==> src/pkg/sdram_pkg.sv <==
`default_nettype none
package sdram_pkg;

    // ****************************************
    // sizes of the memory side
    // ****************************************
    localparam int NUM_CLK = 4;
    localparam int NUM_CS = 8;
    localparam int MUX_W = 13;
    localparam int BA_W = 2;
    localparam int NUM_PAGES = 4;
    localparam int MASK_W = 8;
    localparam int PA_W = 32;

    // ****************************************
    // field positions
    // ****************************************
    localparam int LAT_MSB = 14;
    localparam int LAT_LSB = 12;
    localparam int ROW_POS = 11;
    localparam int COL_POS = 3;
    localparam int BA0_POS = 22;
    localparam int BA1_POS = 23;
    localparam int HI_BASE_2B = 23;
    localparam int HI_BASE_4B = 24;
    localparam int ROW_MIN = 11;
    localparam int COL_MIN = 8;
    localparam int COL_TOP_LINE = 11;
    localparam int ROM_LINE = 13;

    // ****************************************
    // timing counts in memory clocks
    // ****************************************
    localparam logic [3:0] BEATS_64 = 4'h4;
    localparam logic [3:0] BEATS_32 = 4'h8;
    localparam logic [2:0] T_RP = 3'h2;
    localparam logic [2:0] T_RCD = 3'h2;

    // ****************************************
    // commands as {row, column, write} strobes
    // ****************************************
    localparam logic [2:0] CMD_NOP = 3'h7;
    localparam logic [2:0] CMD_ACT = 3'h3;
    localparam logic [2:0] CMD_RD = 3'h5;
    localparam logic [2:0] CMD_WR = 3'h4;
    localparam logic [2:0] CMD_PRE = 3'h2;

    typedef enum logic [5:0] {
        ST_IDLE = 6'h01,
        ST_PRE = 6'h02,
        ST_ACT = 6'h04,
        ST_COL = 6'h08,
        ST_BURST = 6'h10,
        ST_WAIT = 6'h20
    } phase_e;

    typedef struct packed {
        logic [1:0] row_extra;
        logic [1:0] col_extra;
        logic four_bank;
    } geom_s;

    typedef struct packed {
        logic [MUX_W-1:0] row;
        logic [MUX_W-1:0] col;
        logic [BA_W-1:0] bank;
    } dram_addr_s;

    typedef struct packed {
        logic valid;
        logic [2:0] cs;
        logic [BA_W-1:0] bank;
        logic [MUX_W-1:0] row;
        logic [7:0] life;
        logic [3:0] idle;
        logic [1:0] rank;
    } page_s;

    typedef struct packed {
        phase_e phase;
        phase_e after;
        logic close_only;
        logic [2:0] wait_cnt;
        logic [3:0] beat;
        logic wr;
        logic [2:0] cs;
        dram_addr_s a;
        logic [MASK_W-1:0] be;
        logic [1:0] slot;
        page_s [NUM_PAGES-1:0] pg;
        logic [7:0] rd_pipe;
        logic ready;
        logic wbeat;
        logic rcap;
        logic cke;
        logic [NUM_CS-1:0] cs_n;
        logic [2:0] cmd;
        logic [MUX_W:0] mux;
        logic [BA_W-1:0] ba;
        logic [MASK_W-1:0] dqm;
    } ctrl_s;

    function automatic ctrl_s reset_ctrl();
        ctrl_s c;
        c = '0;
        c.phase = ST_IDLE;
        c.after = ST_IDLE;
        c.cs_n = '1;
        c.cmd = CMD_NOP;
        c.dqm = '1;
        for (int i = 0; i < NUM_PAGES; i++) begin
            c.pg[i].rank = 2'(i);
        end
        return c;
    endfunction : reset_ctrl

    localparam ctrl_s CTRL_RESET = reset_ctrl();

endpackage : sdram_pkg
`default_nettype wire

==> src/core/addr_map.sv <==
`default_nettype none
module addr_map (
    // host physical address
    input wire logic [31:0] phys_addr,
    // device geometry
    input wire sdram_pkg::geom_s geom,
    // row, column and bank for the memory
    output sdram_pkg::dram_addr_s mapped
);

    int hi;

    // ****************************************
    // linear address to row, column, bank
    // ****************************************
    // low three bits pick a byte and never reach the pins
    always_comb begin
        hi = geom.four_bank ? sdram_pkg::HI_BASE_4B : sdram_pkg::HI_BASE_2B;
        mapped = '0;
        for (int i = 0; i < sdram_pkg::ROW_MIN; i++) begin
            mapped.row[i] = phys_addr[sdram_pkg::ROW_POS + i];
        end
        for (int i = 0; i < sdram_pkg::COL_MIN; i++) begin
            mapped.col[i] = phys_addr[sdram_pkg::COL_POS + i];
        end
        // extra row bits above bank selects, top bit first on two banks
        for (int k = 0; k < 2; k++) begin
            if (k < int'(geom.row_extra)) begin
                mapped.row[geom.four_bank ? sdram_pkg::ROW_MIN + k
                           : sdram_pkg::ROW_MIN + int'(geom.row_extra) - 1 - k]
                    = phys_addr[hi + k];
            end
        end
        // extra column bits follow; column bit 10 rides line 11
        for (int k = 0; k < 3; k++) begin
            if (k < int'(geom.col_extra)) begin
                mapped.col[(k < 2) ? sdram_pkg::COL_MIN + k
                           : sdram_pkg::COL_TOP_LINE] =
                    phys_addr[hi + int'(geom.row_extra) + k];
            end
        end
        mapped.bank[0] = phys_addr[sdram_pkg::BA0_POS];
        if (geom.four_bank) begin
            mapped.bank[1] = phys_addr[sdram_pkg::BA1_POS];
        end
    end

endmodule : addr_map
`default_nettype wire

==> src/core/sdram_ctrl.sv <==
// Overview of operation
// - four memory clock copies, same frequency and phase as bus clock
// - sixty-four bit bus: every burst is four beats
// - thirty-two bit bus: every burst is eight beats
// - eight chip selects, one per physical bank
// - thirteen multiplexed address lines plus two bank selects
// - address line thirteen only carries the flash address bit 23
// - read capture after latency from config register four bits 14:12
// - first write beat goes with the write command
// - byte masks per lane; array must wire each mask to its lane
// - up to four open pages tracked
// - page kept open per burst-to-precharge and page maximum counts
// - tracker of a same-bank page reused first, else a free one, else least recently used
// - chip select, bank and address reach one gigabyte
// - mapping supports x1 to x32 device widths
// - row bits 10:0 from host bits 11 to 21
// - bank select 0 from host bit 22, bank select 1 from host bit 23 with four banks only
// - column 7:0 from host 3 to 10, higher bits above banks
// - drive write enable, row strobe, column strobe, clock enable
// - eleven column bits: line 10 low, line 11 carries bit ten
// - eight byte masks, one per byte lane
`default_nettype none
module sdram_ctrl (
    // clock and reset
    input wire logic sys_clk,
    input wire logic rst_n,
    // configuration
    input wire logic bus_64,
    input wire sdram_pkg::geom_s geom,
    input wire logic [31:0] memory_config_four,
    input wire logic [3:0] burst_to_precharge_count,
    input wire logic [7:0] page_open_max,
    input wire logic rom_address_23,
    // host request
    input wire logic req_valid,
    input wire logic req_write,
    input wire logic [2:0] req_cs,
    input wire logic [31:0] req_addr,
    input wire logic [7:0] req_byte_en,
    output logic req_ready,
    // data path strobes and status
    output logic write_beat,
    output logic read_capture,
    output logic [sdram_pkg::NUM_PAGES-1:0] open_pages,
    // memory pins
    output logic [sdram_pkg::NUM_CLK-1:0] sdram_clk,
    output logic clock_enable,
    output logic [sdram_pkg::NUM_CS-1:0] chip_select_n,
    output logic row_strobe_n,
    output logic column_strobe_n,
    output logic write_enable_n,
    output logic [sdram_pkg::MUX_W:0] mux_address,
    output logic [sdram_pkg::BA_W-1:0] bank_select,
    output logic [sdram_pkg::MASK_W-1:0] dq_mask
);

    sdram_pkg::ctrl_s state;
    sdram_pkg::ctrl_s next_state;
    sdram_pkg::dram_addr_s req_map;
    logic hit_any, bank_any, free_any, exp_any, accept, touch;
    logic [1:0] hit_slot, bank_slot, free_slot, lru_slot, exp_slot;
    logic [1:0] victim, touch_slot;
    logic [2:0] lat_eff, lat_idx;
    logic [3:0] beats;
    logic [3:0] rank_seen;

    // ****************************************
    // address mapping
    // ****************************************
    addr_map map_u (
        .phys_addr(req_addr),
        .geom(geom),
        .mapped(req_map)
    );

    // ****************************************
    // page lookup
    // ****************************************
    // lowest slot wins every search
    always_comb begin
        hit_any = 1'b0;
        bank_any = 1'b0;
        free_any = 1'b0;
        exp_any = 1'b0;
        hit_slot = 2'h0;
        bank_slot = 2'h0;
        free_slot = 2'h0;
        lru_slot = 2'h0;
        exp_slot = 2'h0;
        rank_seen = 4'h0;
        for (int i = sdram_pkg::NUM_PAGES - 1; i >= 0; i--) begin
            rank_seen[state.pg[i].rank] = 1'b1;
            if (state.pg[i].valid && state.pg[i].cs == req_cs
                    && state.pg[i].bank == req_map.bank) begin
                if (state.pg[i].row == req_map.row) begin
                    hit_any = 1'b1;
                    hit_slot = 2'(i);
                end else begin
                    bank_any = 1'b1;
                    bank_slot = 2'(i);
                end
            end
            if (!state.pg[i].valid) begin
                free_any = 1'b1;
                free_slot = 2'(i);
            end
            if (state.pg[i].rank == 2'h3) begin
                lru_slot = 2'(i);
            end
            if (state.pg[i].valid && (state.pg[i].life == 8'h0
                    || state.pg[i].idle == 4'h0)) begin
                exp_any = 1'b1;
                exp_slot = 2'(i);
            end
        end
        victim = bank_any ? bank_slot : (free_any ? free_slot : lru_slot);
        accept = state.phase == sdram_pkg::ST_IDLE && !exp_any && req_valid;
    end

    // read latency, zero treated as one
    assign lat_eff = memory_config_four[sdram_pkg::LAT_MSB:
                                        sdram_pkg::LAT_LSB] == 3'h0 ? 3'h1
                   : memory_config_four[sdram_pkg::LAT_MSB:
                                        sdram_pkg::LAT_LSB];
    assign lat_idx = lat_eff - 3'h1;
    assign beats = bus_64 ? sdram_pkg::BEATS_64 : sdram_pkg::BEATS_32;

    // ****************************************
    // next state
    // ****************************************
    always_comb begin
        next_state = state;
        touch = 1'b0;
        touch_slot = state.slot;
        next_state.ready = 1'b0;
        next_state.wbeat = 1'b0;
        next_state.cke = 1'b1;
        next_state.cmd = sdram_pkg::CMD_NOP;
        next_state.cs_n = '1;
        next_state.dqm = '1;
        next_state.mux = '0;
        next_state.rd_pipe = {state.rd_pipe[6:0], 1'b0};
        next_state.rcap = state.rd_pipe[lat_idx];
        // open page timers run down every clock
        for (int i = 0; i < sdram_pkg::NUM_PAGES; i++) begin
            if (state.pg[i].valid && state.pg[i].life != 8'h0) begin
                next_state.pg[i].life = state.pg[i].life - 8'h1;
            end
            if (state.pg[i].valid && state.pg[i].idle != 4'h0) begin
                next_state.pg[i].idle = state.pg[i].idle - 4'h1;
            end
        end
        unique case (state.phase)
            sdram_pkg::ST_IDLE: begin
                if (exp_any) begin
                    next_state.slot = exp_slot;
                    next_state.close_only = 1'b1;
                    next_state.phase = sdram_pkg::ST_PRE;
                end else if (req_valid) begin
                    next_state.ready = 1'b1;
                    next_state.wr = req_write;
                    next_state.cs = req_cs;
                    next_state.a = req_map;
                    next_state.be = req_byte_en;
                    next_state.close_only = 1'b0;
                    if (hit_any) begin
                        next_state.slot = hit_slot;
                        next_state.phase = sdram_pkg::ST_COL;
                    end else begin
                        next_state.slot = victim;
                        next_state.phase = state.pg[victim].valid
                            ? sdram_pkg::ST_PRE : sdram_pkg::ST_ACT;
                    end
                end
            end
            sdram_pkg::ST_PRE: begin
                // line 10 low closes only the addressed bank
                next_state.cmd = sdram_pkg::CMD_PRE;
                next_state.cs_n[state.pg[state.slot].cs] = 1'b0;
                next_state.ba = state.pg[state.slot].bank;
                next_state.pg[state.slot].valid = 1'b0;
                next_state.wait_cnt = sdram_pkg::T_RP - 3'h1;
                next_state.after = state.close_only
                    ? sdram_pkg::ST_IDLE : sdram_pkg::ST_ACT;
                next_state.phase = sdram_pkg::ST_WAIT;
            end
            sdram_pkg::ST_ACT: begin
                next_state.cmd = sdram_pkg::CMD_ACT;
                next_state.cs_n[state.cs] = 1'b0;
                next_state.ba = state.a.bank;
                next_state.mux[sdram_pkg::MUX_W-1:0] = state.a.row;
                next_state.pg[state.slot].valid = 1'b1;
                next_state.pg[state.slot].cs = state.cs;
                next_state.pg[state.slot].bank = state.a.bank;
                next_state.pg[state.slot].row = state.a.row;
                next_state.pg[state.slot].life = page_open_max;
                next_state.pg[state.slot].idle = burst_to_precharge_count;
                touch = 1'b1;
                next_state.wait_cnt = sdram_pkg::T_RCD - 3'h1;
                next_state.after = sdram_pkg::ST_COL;
                next_state.phase = sdram_pkg::ST_WAIT;
            end
            sdram_pkg::ST_COL: begin
                next_state.cmd = state.wr
                    ? sdram_pkg::CMD_WR : sdram_pkg::CMD_RD;
                next_state.cs_n[state.cs] = 1'b0;
                next_state.ba = state.a.bank;
                next_state.mux[sdram_pkg::MUX_W-1:0] = state.a.col;
                next_state.pg[state.slot].idle = burst_to_precharge_count;
                touch = 1'b1;
                next_state.beat = beats - 4'h1;
                next_state.wbeat = state.wr;
                next_state.rd_pipe[0] = !state.wr;
                next_state.phase = sdram_pkg::ST_BURST;
            end
            sdram_pkg::ST_BURST: begin
                next_state.wbeat = state.wr;
                next_state.rd_pipe[0] = !state.wr;
                next_state.beat = state.beat - 4'h1;
                if (state.beat == 4'h1) begin
                    next_state.pg[state.slot].idle = burst_to_precharge_count;
                    next_state.phase = sdram_pkg::ST_IDLE;
                end
            end
            sdram_pkg::ST_WAIT: begin
                if (state.wait_cnt == 3'h0) begin
                    next_state.phase = state.after;
                end else begin
                    next_state.wait_cnt = state.wait_cnt - 3'h1;
                end
            end
            default: begin
                next_state.phase = sdram_pkg::ST_IDLE;
            end
        endcase
        // masks: byte enables on writes, open lanes on reads, lanes 7:4 masked on a 32-bit bus
        if (state.phase == sdram_pkg::ST_COL
                || state.phase == sdram_pkg::ST_BURST) begin
            next_state.dqm = state.wr ? ~state.be : 8'h00;
            if (!bus_64) begin
                next_state.dqm[7:4] = 4'hf;
            end
        end
        // least recently used ranks: touched slot becomes newest
        if (touch) begin
            for (int i = 0; i < sdram_pkg::NUM_PAGES; i++) begin
                if (state.pg[i].rank < state.pg[touch_slot].rank) begin
                    next_state.pg[i].rank = state.pg[i].rank + 2'h1;
                end
            end
            next_state.pg[touch_slot].rank = 2'h0;
        end
        next_state.mux[sdram_pkg::ROM_LINE] = rom_address_23;
    end

    // ****************************************
    // state register
    // ****************************************
    always_ff @(posedge sys_clk) begin
        if (!rst_n) begin
            state <= sdram_pkg::CTRL_RESET;
        end else begin
            state <= next_state;
        end
    end

    // ****************************************
    // outputs
    // ****************************************
    // clocks are the bus clock, so phase matches
    assign sdram_clk = {sdram_pkg::NUM_CLK{sys_clk}};
    assign clock_enable = state.cke;
    assign chip_select_n = state.cs_n;
    assign {row_strobe_n, column_strobe_n, write_enable_n} = state.cmd;
    assign mux_address = state.mux;
    assign bank_select = state.ba;
    assign dq_mask = state.dqm;
    assign req_ready = state.ready;
    assign write_beat = state.wbeat;
    assign read_capture = state.rcap;
    always_comb begin
        for (int i = 0; i < sdram_pkg::NUM_PAGES; i++) begin
            open_pages[i] = state.pg[i].valid;
        end
    end
endmodule : sdram_ctrl
`default_nettype wire

==> config.mk <==
export PLATFORM = sky130hd
export DESIGN_NAME = sdram_ctrl
export DESIGN_NICKNAME = d
export VERILOG_FILES = /design/src/pkg/sdram_pkg.sv /design/src/core/addr_map.sv /design/src/core/sdram_ctrl.sv
export SDC_FILE = /design/constraint.sdc
export NUM_CORES = 1
export LEC_CHECK = 0
export ABC_CLOCK_PERIOD_IN_PS = 4900
export BUFFER_PORTS_ARGS = -buffer_cell sky130_fd_sc_hd__buf_4
export CORE_AREA = 2 2 265 215
export DETAILED_ROUTE_END_ITERATION = 16
export DIE_AREA = 0 0 267 217
export PLACE_DENSITY = 0.45
export SYNTH_ARGS = -nofsm -noshare
export SYNTH_HDL_FRONTEND = slang
export SYNTH_SLANG_ARGS = --single-unit
==> constraint.sdc <==
create_clock -name sys_clk -period 4.9 [get_ports sys_clk]
set_input_delay 0.735 -clock sys_clk [delete_from_list [all_inputs] [get_ports sys_clk]]
set_output_delay 0.735 -clock sys_clk [all_outputs]
set_load 0.005 [all_outputs]
# Word level (Yosys, flattened, before mapping)
# Index checks and enable logic that the tools add are counted.
word_totals:
  ff_bits: 239
  wordCells: 364
  in_bits: 98
  out_inout_bits: 47
op_classes:
  order_cmp: 26
  addsub: 23
  bitwise: 6
  eq_ne: 27
  reduce_logical: 65
  muxes: 165
ops:
  columns: ["operator", "count"]
  rows:
  - ["132-bit bitwise mux", 9]
  - ["132-bit one-hot mux with 4 select lines", 1]
  - ["33-bit demux with 2-bit select", 7]
  - ["132-bit 2-to-1 mux", 2]
  - ["32-bit by 7-bit < comparator with 1-bit output (second input constant)", 5]
  - ["33-bit binary-select mux with 2-bit select", 2]
  - ["32-bit 2-to-1 mux", 4]
  - ["2-bit 2-to-1 mux", 41]
  - ["33-bit 2-to-1 mux", 2]
  - ["32-bit by 2-bit adder with 32-bit output (second input constant)", 2]
  - ["32-bit by 1-bit >= comparator with 1-bit output (second input constant)", 2]
  - ["32-bit by 6-bit < comparator with 1-bit output (second input constant)", 2]
  - ["32-bit by 2-bit subtractor with 32-bit output (second input constant)", 2]
  - ["13-bit == test", 4]
  - ["1-bit 2-to-1 mux", 48]
  - ["8-bit 2-to-1 mux", 6]
  - ["42-bit 2-to-1 mux", 1]
  - ["36-bit 2-to-1 mux", 1]
  - ["11-bit one-hot mux with 3 select lines", 1]
  - ["32-bit by 3-bit adder with 32-bit output", 1]
  - ["32-bit by 3-bit adder with 32-bit output (second input constant)", 1]
  - ["8-bit logical NOT", 4]
  - ["4-bit 2-to-1 mux", 8]
  - ["8-bit nonzero test", 4]
  - ["54 further kinds", 152]

# Longest topological paths before layout
# Gate-level depths: netlist (run 1).
logic_depth:
  ltp_word: 28
  mapped_depth: 22
  depth_no_buf: 18

# Modules after synthesis
# From an unflattened synthesis (run 1), not the netlist that was laid out.
unflattened:
  hier_cells: 1489
  area_unflattened_um2: 12650.9
by_module_without_submodules:
  columns: ["module", "cells_each", "seq_area_each_um2", "area_per_inst_um2", "n_inst"]
  rows:
  - ["sdram_ctrl", 1363, 4764.6, 11501.0, 1]
  - ["addr_map", 126, 0.0, 1149.9, 1]

==> results.py, run 1 <==
metrics = {
    "critical_path": {
        "worst_ep_required_time_ps": 5500,
        "worstPathArrival_ps": 5160,
        "worstSetupPathType": "input pin to flop",
        "worstPathMaxFanout": 5,
        "worstSetupStartpointType": "input pin",
        "cp-end-kind": "flop",
    },
    "route": {
        "via_count": 12248,
        "drc": 0,
        "vias_per_cell": 4.81,
        "final_antenna_net_count": 0,
        "drt_pass1_iterations": 4,
        "wl_per_cell_um": 18.4,
        "wirelength_um": 46800,
        "first_iter_violations": 759,
    },
    "pwr": {
        "p_leak_nw": 6.77,
        "power_w": 0.00581,
        "powerDensity_mw_per_mm2": 346,
        "peakVddDrop_mv": 0.260,
    },
    "place": {
        "dp_cells": 2492,
        "pre_cts_slack_ps": -445,
        "gp_congestion": 0.917,
        "hpwlAfterDp_um": 34300,
        "port_buffers": 115,
    },
    "status": {
        "status": "finished, final reports clean",
    },
    "synthesis": {
        "postSynthNetCount": 1776,
        "ys_types": 82,
        "synth-seq-area-share_pct": 34.5,
        "synth_top_area_cell": "dfxtp_1",
        "synth.avg_cell_area_um2": 8.37,
        "ys_ff_latch": 236,
        "synth_ff_type": "dfxtp_1",
        "synth_edf_count": 0,
        "ys_top_cells_by_area": "dfxtp_1 34%, nand2_1 8.9%, a21boi_0 6.0%, mux4_2 3.9%, ha_1 3.7%",
        "synth_cells": 1636,
        "yosysTopAreaCellShare_pct": 34.5,
        "async_flop_share_pct": 0,
        "ys.warnings.count": 0,
        "netlist_area_mm2": 0.0137,
    },
    "timing": {
        "drv_slew": 0,
        "max_slew_margin_pct": 28.8,
        "rsz0062_at_grt": "no",
        "setup_viol": 0,
        "clock.fmax_mhz": 219,
        "fin_crit_sh_pct": 93.1,
        "setup-tns-final_ps": 0,
        "layout_min_cycle_time_ps": 4560,
        "tightestPinTransition_ps": 1070,
        "timing.final.ws_setup_ps": 337,
        "fin_skew_ps": 14.6,
        "hold_viol_final": 0,
    },
    "die": {
        "dieHeight_um": 217,
        "ioPinCount": 145,
        "rows": 78,
        "fp.coreArea_mm2": 0.0557,
        "die_area_mm2": 0.0579,
        "fp.dieW_um": 267,
        "initial_core_util_pct": 24.6,
    },
    "layout": {
        "n_antenna_cell": 0,
        "seq_area_mm2": 0.00472,
        "layout_common_cells": "322 x nand2_1, 236 x dfxtp_1, 233 x buf_4",
        "multi_input_area_mm2": 0.00816,
        "final_common_cell": "nand2_1",
        "layout.nets": 1905,
        "nFillCells": 5927,
        "drive_above_1_share_pct": 18.8,
        "stdcell_count": 2544,
        "area_delta_synth_final_pct": 22.7,
    },
    "clock_tree": {
        "clk_pin_slew_ps": 60,
        "tritoncts": "yes",
        "clk_latency_ps": 660,
        "holdBufCountCts": 0,
    },
    "min_path": {
        "hold_class": "input pin to flop",
    },
    "global_route": {
        "track_usage_pct": 16.1,
        "grt_start_max_net_pins": 150,
        "grt_pass1_vias": 11851,
        "overflow": 0,
        "antenna_found_initial": 0,
        "grt_pass1_wl_um": 72300,
    },
    "run": {
        "drv_cap": 0,
    },
}
cell usage after synthesis (all sizes together) (13+ instances only):
cell,count
dfxtp,236
a22oi,18
xnor2,46
nand2,323
nor2,70
mux2i,21
a21boi,111
clkbuf,79
or3,13
mux4,24
nor3b,18
and3,22
and2,29
o21ai,62
inv,41
o211a,40
buf,59
nor4,22
xor2,51
a21oi,38
nor3,32
nand3,45
ha,40
nor2b,24
through the flow:
step	utilization, %	area [um2]	hold slack (ps)
2_1_floorplan	-	13700	424
3_3_place_gp	28.3	15800	432
3_5_place_dp	28.3	15800	442
4_1_cts	30.1	16800	258
5_1_grt	30.1	16800	270
6_report	30.1	16800	285
worst paths after layout:
path                           startpoint                          to  slack (ps)  cells after the start
hold / removal             rom_address_23  mux_address[13]$_SDFF_PN0_         290                      2
setup reg to reg                     flop     state[237]$_SDFFE_PN0P_        1760                     11
setup / recovery                  geom[4]     state[237]$_SDFFE_PN0P_         340                     22
hold reg to reg   state[184]$_SDFFE_PN0P_       dq_mask[3]$_SDFF_PN1_         450                      1
repair_timing:
action	in CTS	in global routing
setup buffers	0	0
gates resized for setup	0	1
endpoints found under the setup margin	0	3
cell type report:
type	instances	share of cell area [%]
repair buffers	230	10.3
clock inverters	9	0.938
inverters	42	0.961
clock buffers	47	5.42
flip-flops and latches	236	28.1
multi-input cells	1220	48.6
well taps	760	5.66
power by group:
part	switching [W]	internal (W)	total [W]	leakage, nW
clock	0.000875	0.00149	0.00237	0.521
sequential	0.000200	0.00207	0.00227	1.91
combinational	0.000688	0.000482	0.00117	4.34
cell families (layout without fill, tap and decap cells):
group                    Yosys count  in the layout  synth area share [%]
flip-flops                       236            236                  34.5
AND/OR/NAND/NOR                  657            657                  23.1
buffers and inverters            180            328                  6.29
AO/OA/AOI/OAI                    375            375                  20.2
adder cells (fa/ha/maj)           42             42                  3.95
multiplexers                      49             49                  5.84
XOR/XNOR                          97             97                  6.20
critical path, cell delays in order:
cell        delay (ps)
buf_4              100
clkinvlp_4          90
ha_1               220
xor2_1             160
and3_1             180
ha_1               190
a32oi_1            180
ha_2               200
buf_4              120
and4bb_1           330
buf_4              150
a21oi_1             90
or2_2              360
xnor2_1            150
a2111oi_0          440
buf_4              210
and3_1             190
o22ai_1             80
a2111oi_0          460
mux2i_1            230
a2bb2oi_1          180
nor2_1             110
layer usage:
metal | vias up | wire, um | track usage, %
met4 | 0 | 950 | 3.67
met5 | - | 0 | 0
met3 | 60 | 2560 | 3.05
met1 | 5872 | 23300 | 23.4
met2 | 321 | 19900 | 24.4
li1 | 5995 | - | -
Note: power is estimated with default switching activity, not from simulation.
==> inputs of run 2 (changes only) <==
Settings changed: CORE_AREA 2 2 265 215 to 2 2 189 154, DIE_AREA 0 0 267 217 to 0 0 191 156, PLACE_DENSITY 0.45 to 0.74.
==> results.py, run 2 (synthesis gave the netlist of run 1 again) <==
metrics = {
    "global_route": {
        "antenna_found_initial": 0,
        "overflow": 0,
        "grt_pass1_wl_um": 65400,
        "grt_start_max_net_pins": 121,
        "track_usage_pct": 27.8,
        "grt_pass1_vias": 11920,
    },
    "pwr": {
        "p_leak_nw": 6.60,
        "p_sw_w": 0.00169,
        "power_w": 0.00549,
        "power.internal_w": 0.00380,
        "pwr-share-clk_pct": 38.0,
        "peakVddDrop_mv": 0.307,
        "seqPwrFrac_pct": 41.2,
        "comb_power_share_pct": 20.8,
        "sw_frac_of_total_pct": 30.8,
        "powerDensity_mw_per_mm2": 343,
    },
    "timing": {
        "drv_slew": 0,
        "setup_viol": 0,
        "tightestPinTransition_ps": 1150,
        "fin_crit_sh_pct": 93.3,
        "layout_min_cycle_time_ps": 4570,
        "fin_skew_ps": 21.5,
        "hold_viol_final": 0,
        "fin_hold_ws_ps": 308,
        "max_slew_margin_pct": 23.4,
        "clock.fmax_mhz": 219,
        "setup-tns-final_ps": 0,
        "rsz0062_at_grt": "no",
    },
    "die": {
        "initial_core_util_pct": 49.1,
        "die_area_mm2": 0.0298,
        "fp.coreArea_mm2": 0.0279,
        "rows": 55,
        "dieHeight_um": 156,
        "ioPinCount": 145,
        "fp.dieW_um": 191,
    },
    "layout": {
        "area_delta_synth_final_pct": 17.0,
        "seq_area_mm2": 0.00472,
        "nFillCells": 2466,
        "stdcell_area_mm2": 0.0160,
        "final_common_cell": "nand2_1",
        "stdcell_count": 2126,
        "multi_input_area_mm2": 0.00815,
        "n_antenna_cell": 0,
        "layout.nets": 1879,
        "layout_common_cells": "323 x nand2_1, 236 x dfxtp_1, 210 x buf_4",
        "drive_above_1_share_pct": 17.5,
    },
    "critical_path": {
        "cp-end-kind": "flop",
        "slowest_stage": "a2111oi_0",
        "cp_common_cell": "buf_4",
        "worstPathMaxFanout": 8,
        "worstSetupStartpointType": "input pin",
        "worst_ep_required_time_ps": 5430,
        "worstSetupPathType": "input pin to flop",
        "cp_cell_sequence": "buf_4, clkinvlp_4, ha_1, xor2_1, and3_1, ha_1, a32oi_1, ha_2, and4b_1, buf_4, and2_1, o21ai_1, buf_4, xnor2_1, a2111oi_0, buf_4, and3_1, o22ai_1, a2111oi_0, mux2i_1, a21oi_1, nor2_1",
        "critPathMaxStageDelay_ps": 490,
        "worstPathArrival_ps": 5100,
        "r2r_cells": 11,
    },
    "route": {
        "wirelength_um": 41400,
        "drc": 0,
        "wl_per_cell_um": 19.5,
        "vias_per_cell": 5.93,
        "via_count": 12608,
        "final_antenna_net_count": 0,
        "drt_pass1_iterations": 6,
        "first_iter_violations": 1304,
    },
    "clock_tree": {
        "tritoncts": "yes",
        "cts_resized": 0,
        "holdBufCountCts": 0,
        "postCtsSetupBuffers": 0,
        "clk_pin_slew_ps": 60,
        "clk_latency_ps": 640,
    },
    "place": {
        "gp_congestion": 0.992,
        "dp_cells": 2080,
        "port_buffers": 115,
        "dpl_cell_area_mm2": 0.0151,
        "hpwlAfterDp_um": 30000,
    },
    "min_path": {
        "hold_class": "input pin to flop",
        "holdPathStages": 2,
    },
    "status": {
        "status": "finished, final reports clean",
    },
    "run": {
        "drv_cap": 0,
    },
}
## run 2: power groups by stage
stage / Sequential, W / Combinational, W / Clock, W
2_1_floorplan: 0.00221 / 0.000801 / 0.0000529
3_3_place_gp: 0.00230 / 0.00110 / 0.0000529
3_5_place_dp: 0.00230 / 0.00112 / 0.0000529
4_1_cts: 0.00226 / 0.00113 / 0.00212
5_1_grt: 0.00228 / 0.00126 / 0.00220
6_report: 0.00227 / 0.00114 / 0.00209
## run 2: worst max-delay path, delay by kind of cell
| family | cells | cell delay (ps) |
|---|---|---|
| adder cells (fa/ha/maj) | 3 | 610 |
| XOR/XNOR | 2 | 280 |
| AO/OA/AOI/OAI | 6 | 1450 |
| AND/OR/NAND/NOR | 5 | 1050 |
| buffers and inverters | 5 | 750 |
| multiplexers | 1 | 230 |
## run 2: layer usage
metal	part of all wire, %	up-vias	GRT usage, %	wire length, um
met2	43	552	42.8	17900
met4	1.8	0	5.98	743
li1	-	5946	-	-
met3	9.2	66	5.04	3820
met5	0	-	0	0
met1	46	6044	40.3	19000
## run 2: path summary, 6_finish.rpt
check                          startpoint                         end  slack, ps
setup / recovery                  geom[4]     state[236]$_SDFFE_PN0P_        330
hold / removal             rom_address_23  mux_address[13]$_SDFF_PN0_        310
setup reg to reg    state[119]$_SDFF_PN0_     state[199]$_SDFFE_PN0P_       1670
hold reg to reg   state[185]$_SDFFE_PN0P_       dq_mask[4]$_SDFF_PN1_        450
## run 2: per-stage QoR
stage                     util [%]  worst slack, ps
after global placement        54.2             -121
after global routing          57.5             44.6
after floorplan                  -            -13.7
final                         57.5              329
after detailed placement      54.2             -259
after CTS                     57.5              385
## run 2: layout make-up
type	instances	share of cell area (%)
tap	370	2.89
inverter	42	1.01
multi-input combinational	1220	50.9
clock buffer	40	5.05
clock inverter	10	0.804
sequential	236	29.5
timing repair buffer	208	9.90
==> inputs of run 3 (changes only) <==
Settings changed: CORE_AREA 2 2 189 154 to 2 2 169 171, DIE_AREA 0 0 191 156 to 0 0 171 173, PLACE_DENSITY 0.74 to 0.75.
==> results.py, run 3 (synthesis gave the netlist of run 1 again) <==
metrics = {
    "clock_tree": {
        "clk_pin_slew_ps": 70,
        "tritoncts": "yes",
        "clk_latency_ps": 650,
        "holdBufCountCts": 0,
        "postCtsSetupBuffers": 0,
        "cts_resized": 0,
    },
    "critical_path": {
        "worstPathMaxFanout": 12,
        "worstSetupStartpointType": "input pin",
        "cp-end-kind": "flop",
        "worstSetupPathType": "input pin to flop",
        "worstPathArrival_ps": 5130,
        "worst_ep_required_time_ps": 5490,
        "r2r_slack_ps": 1760,
    },
    "pwr": {
        "p_leak_nw": 6.54,
        "powerDensity_mw_per_mm2": 341,
        "peakVddDrop_mv": 0.244,
    },
    "layout": {
        "n_antenna_cell": 0,
        "area_delta_synth_final_pct": 16.4,
        "layout_common_cells": "323 x nand2_1, 236 x dfxtp_1, 193 x buf_4",
        "nFillCells": 2512,
        "final_common_cell": "nand2_1",
        "drive_above_1_share_pct": 16.8,
        "layout.nets": 1866,
        "utilization_pct": 57.7,
    },
    "route": {
        "first_iter_violations": 1085,
        "wl_per_cell_um": 18.8,
        "drc": 0,
        "vias_per_cell": 5.91,
        "via_count": 12529,
        "drt_pass1_iterations": 7,
        "wirelength_um": 39900,
        "final_antenna_net_count": 0,
    },
    "place": {
        "gp_congestion": 0.992,
        "hpwlAfterDp_um": 28800,
        "port_buffers": 115,
    },
    "global_route": {
        "grt_pass1_vias": 11743,
        "grt_start_max_net_pins": 92,
        "overflow": 0,
        "grt_pass1_wl_um": 63000,
        "antenna_found_initial": 0,
        "track_usage_pct": 26.6,
    },
    "timing": {
        "drv_slew": 0,
        "layout_min_cycle_time_ps": 4540,
        "fin_crit_sh_pct": 92.7,
        "setup_viol": 0,
        "tightestPinTransition_ps": 1080,
        "fin_hold_ws_ps": 306,
        "clock.fmax_mhz": 220,
        "hold_viol_final": 0,
        "fin_skew_ps": 32.5,
        "max_slew_margin_pct": 28.0,
        "rsz0062_at_grt": "no",
    },
    "die": {
        "fp.coreArea_mm2": 0.0276,
        "dieHeight_um": 173,
        "die_area_mm2": 0.0296,
        "rows": 61,
        "ioPinCount": 145,
        "fp.dieW_um": 171,
        "initial_core_util_pct": 49.6,
    },
    "min_path": {
        "hold_class": "input pin to flop",
    },
    "status": {
        "status": "finished, final reports clean",
    },
    "run": {
        "drv_cap": 0,
    },
}
-- run 3: cell count changes in the layout (fill, tap and decap cells not counted), moves of 2 or more --
cell	before	now
buf_12	2	5
clkbuf_8	7	5
buf_4	210	193
clkinvlp_4	5	2
clkinv_2	2	4
clkbuf_1	2	4
-- run 3: layout make-up --
type | count | area, um2 | share of cell area [%]
clock inverters | 9 | 93.8 | 0.589
repair buffers | 194 | 1520 | 9.53
inverters | 42 | 161 | 1.01
multi-input cells | 1220 | 8160 | 51.2
well taps | 378 | 473 | 2.97
clock buffers | 41 | 815 | 5.11
flip-flops and latches | 236 | 4720 | 29.6
-- run 3: worst max-delay path: stages --
cell	delay (ps)
buf_4	100
clkinvlp_4	90
ha_1	220
xor2_1	160
and3_1	180
ha_1	190
a32oi_1	180
ha_2	210
and4b_1	480
and2_1	280
o21ai_1	100
buf_4	150
xnor2_1	110
a2111oi_0	460
buf_4	210
and3_1	220
o22ai_1	90
a2111oi_0	430
mux2i_1	210
a2bb2oi_1	180
nor2_1	120
-- run 3: final timing paths --
check | startpoint | to | cells after the start
max | geom[4] | state[237]$_SDFFE_PN0P_ | 21
min | rom_address_23 | mux_address[13]$_SDFF_PN0_ | 2
max reg2reg | state[88]$_SDFF_PN0_ | state[199]$_SDFFE_PN0P_ | 10
min reg2reg | state[186]$_SDFFE_PN0P_ | dq_mask[5]$_SDFF_PN1_ | 1
-- run 3: per-layer routing --
metal / vias up / GRT usage (%) / part of all wire [%]
met5: - / 0 / 0
met2: 493 / 42.2 / 46
met1: 6032 / 37.4 / 45
met4: 0 / 8.26 / 2.5
li1: 5926 / - / -
met3: 78 / 3.87 / 7.3
-- run 3: per-stage QoR --
step	setup slack (ps)	instance area, um2	total power, W	setup TNS (ps)	cells
2_1_floorplan	-13.7	13700	0.00306	-13.7	1636
3_3_place_gp	-139	15100	0.00343	-312	2074
3_5_place_dp	-198	15100	0.00346	-593	2074
4_1_cts	454	15900	0.00545	0	2120
5_1_grt	128	15900	0.00568	0	2120
6_report	357	15900	0.00543	0	2120
-- run 3: power breakdown --
| part | switching [W] | internal (W) |
|---|---|---|
| Combinational | 0.000661 | 0.000468 |
| Sequential | 0.000194 | 0.00207 |
| Clock | 0.000826 | 0.00121 |
| Total | 0.00168 | 0.00375 |
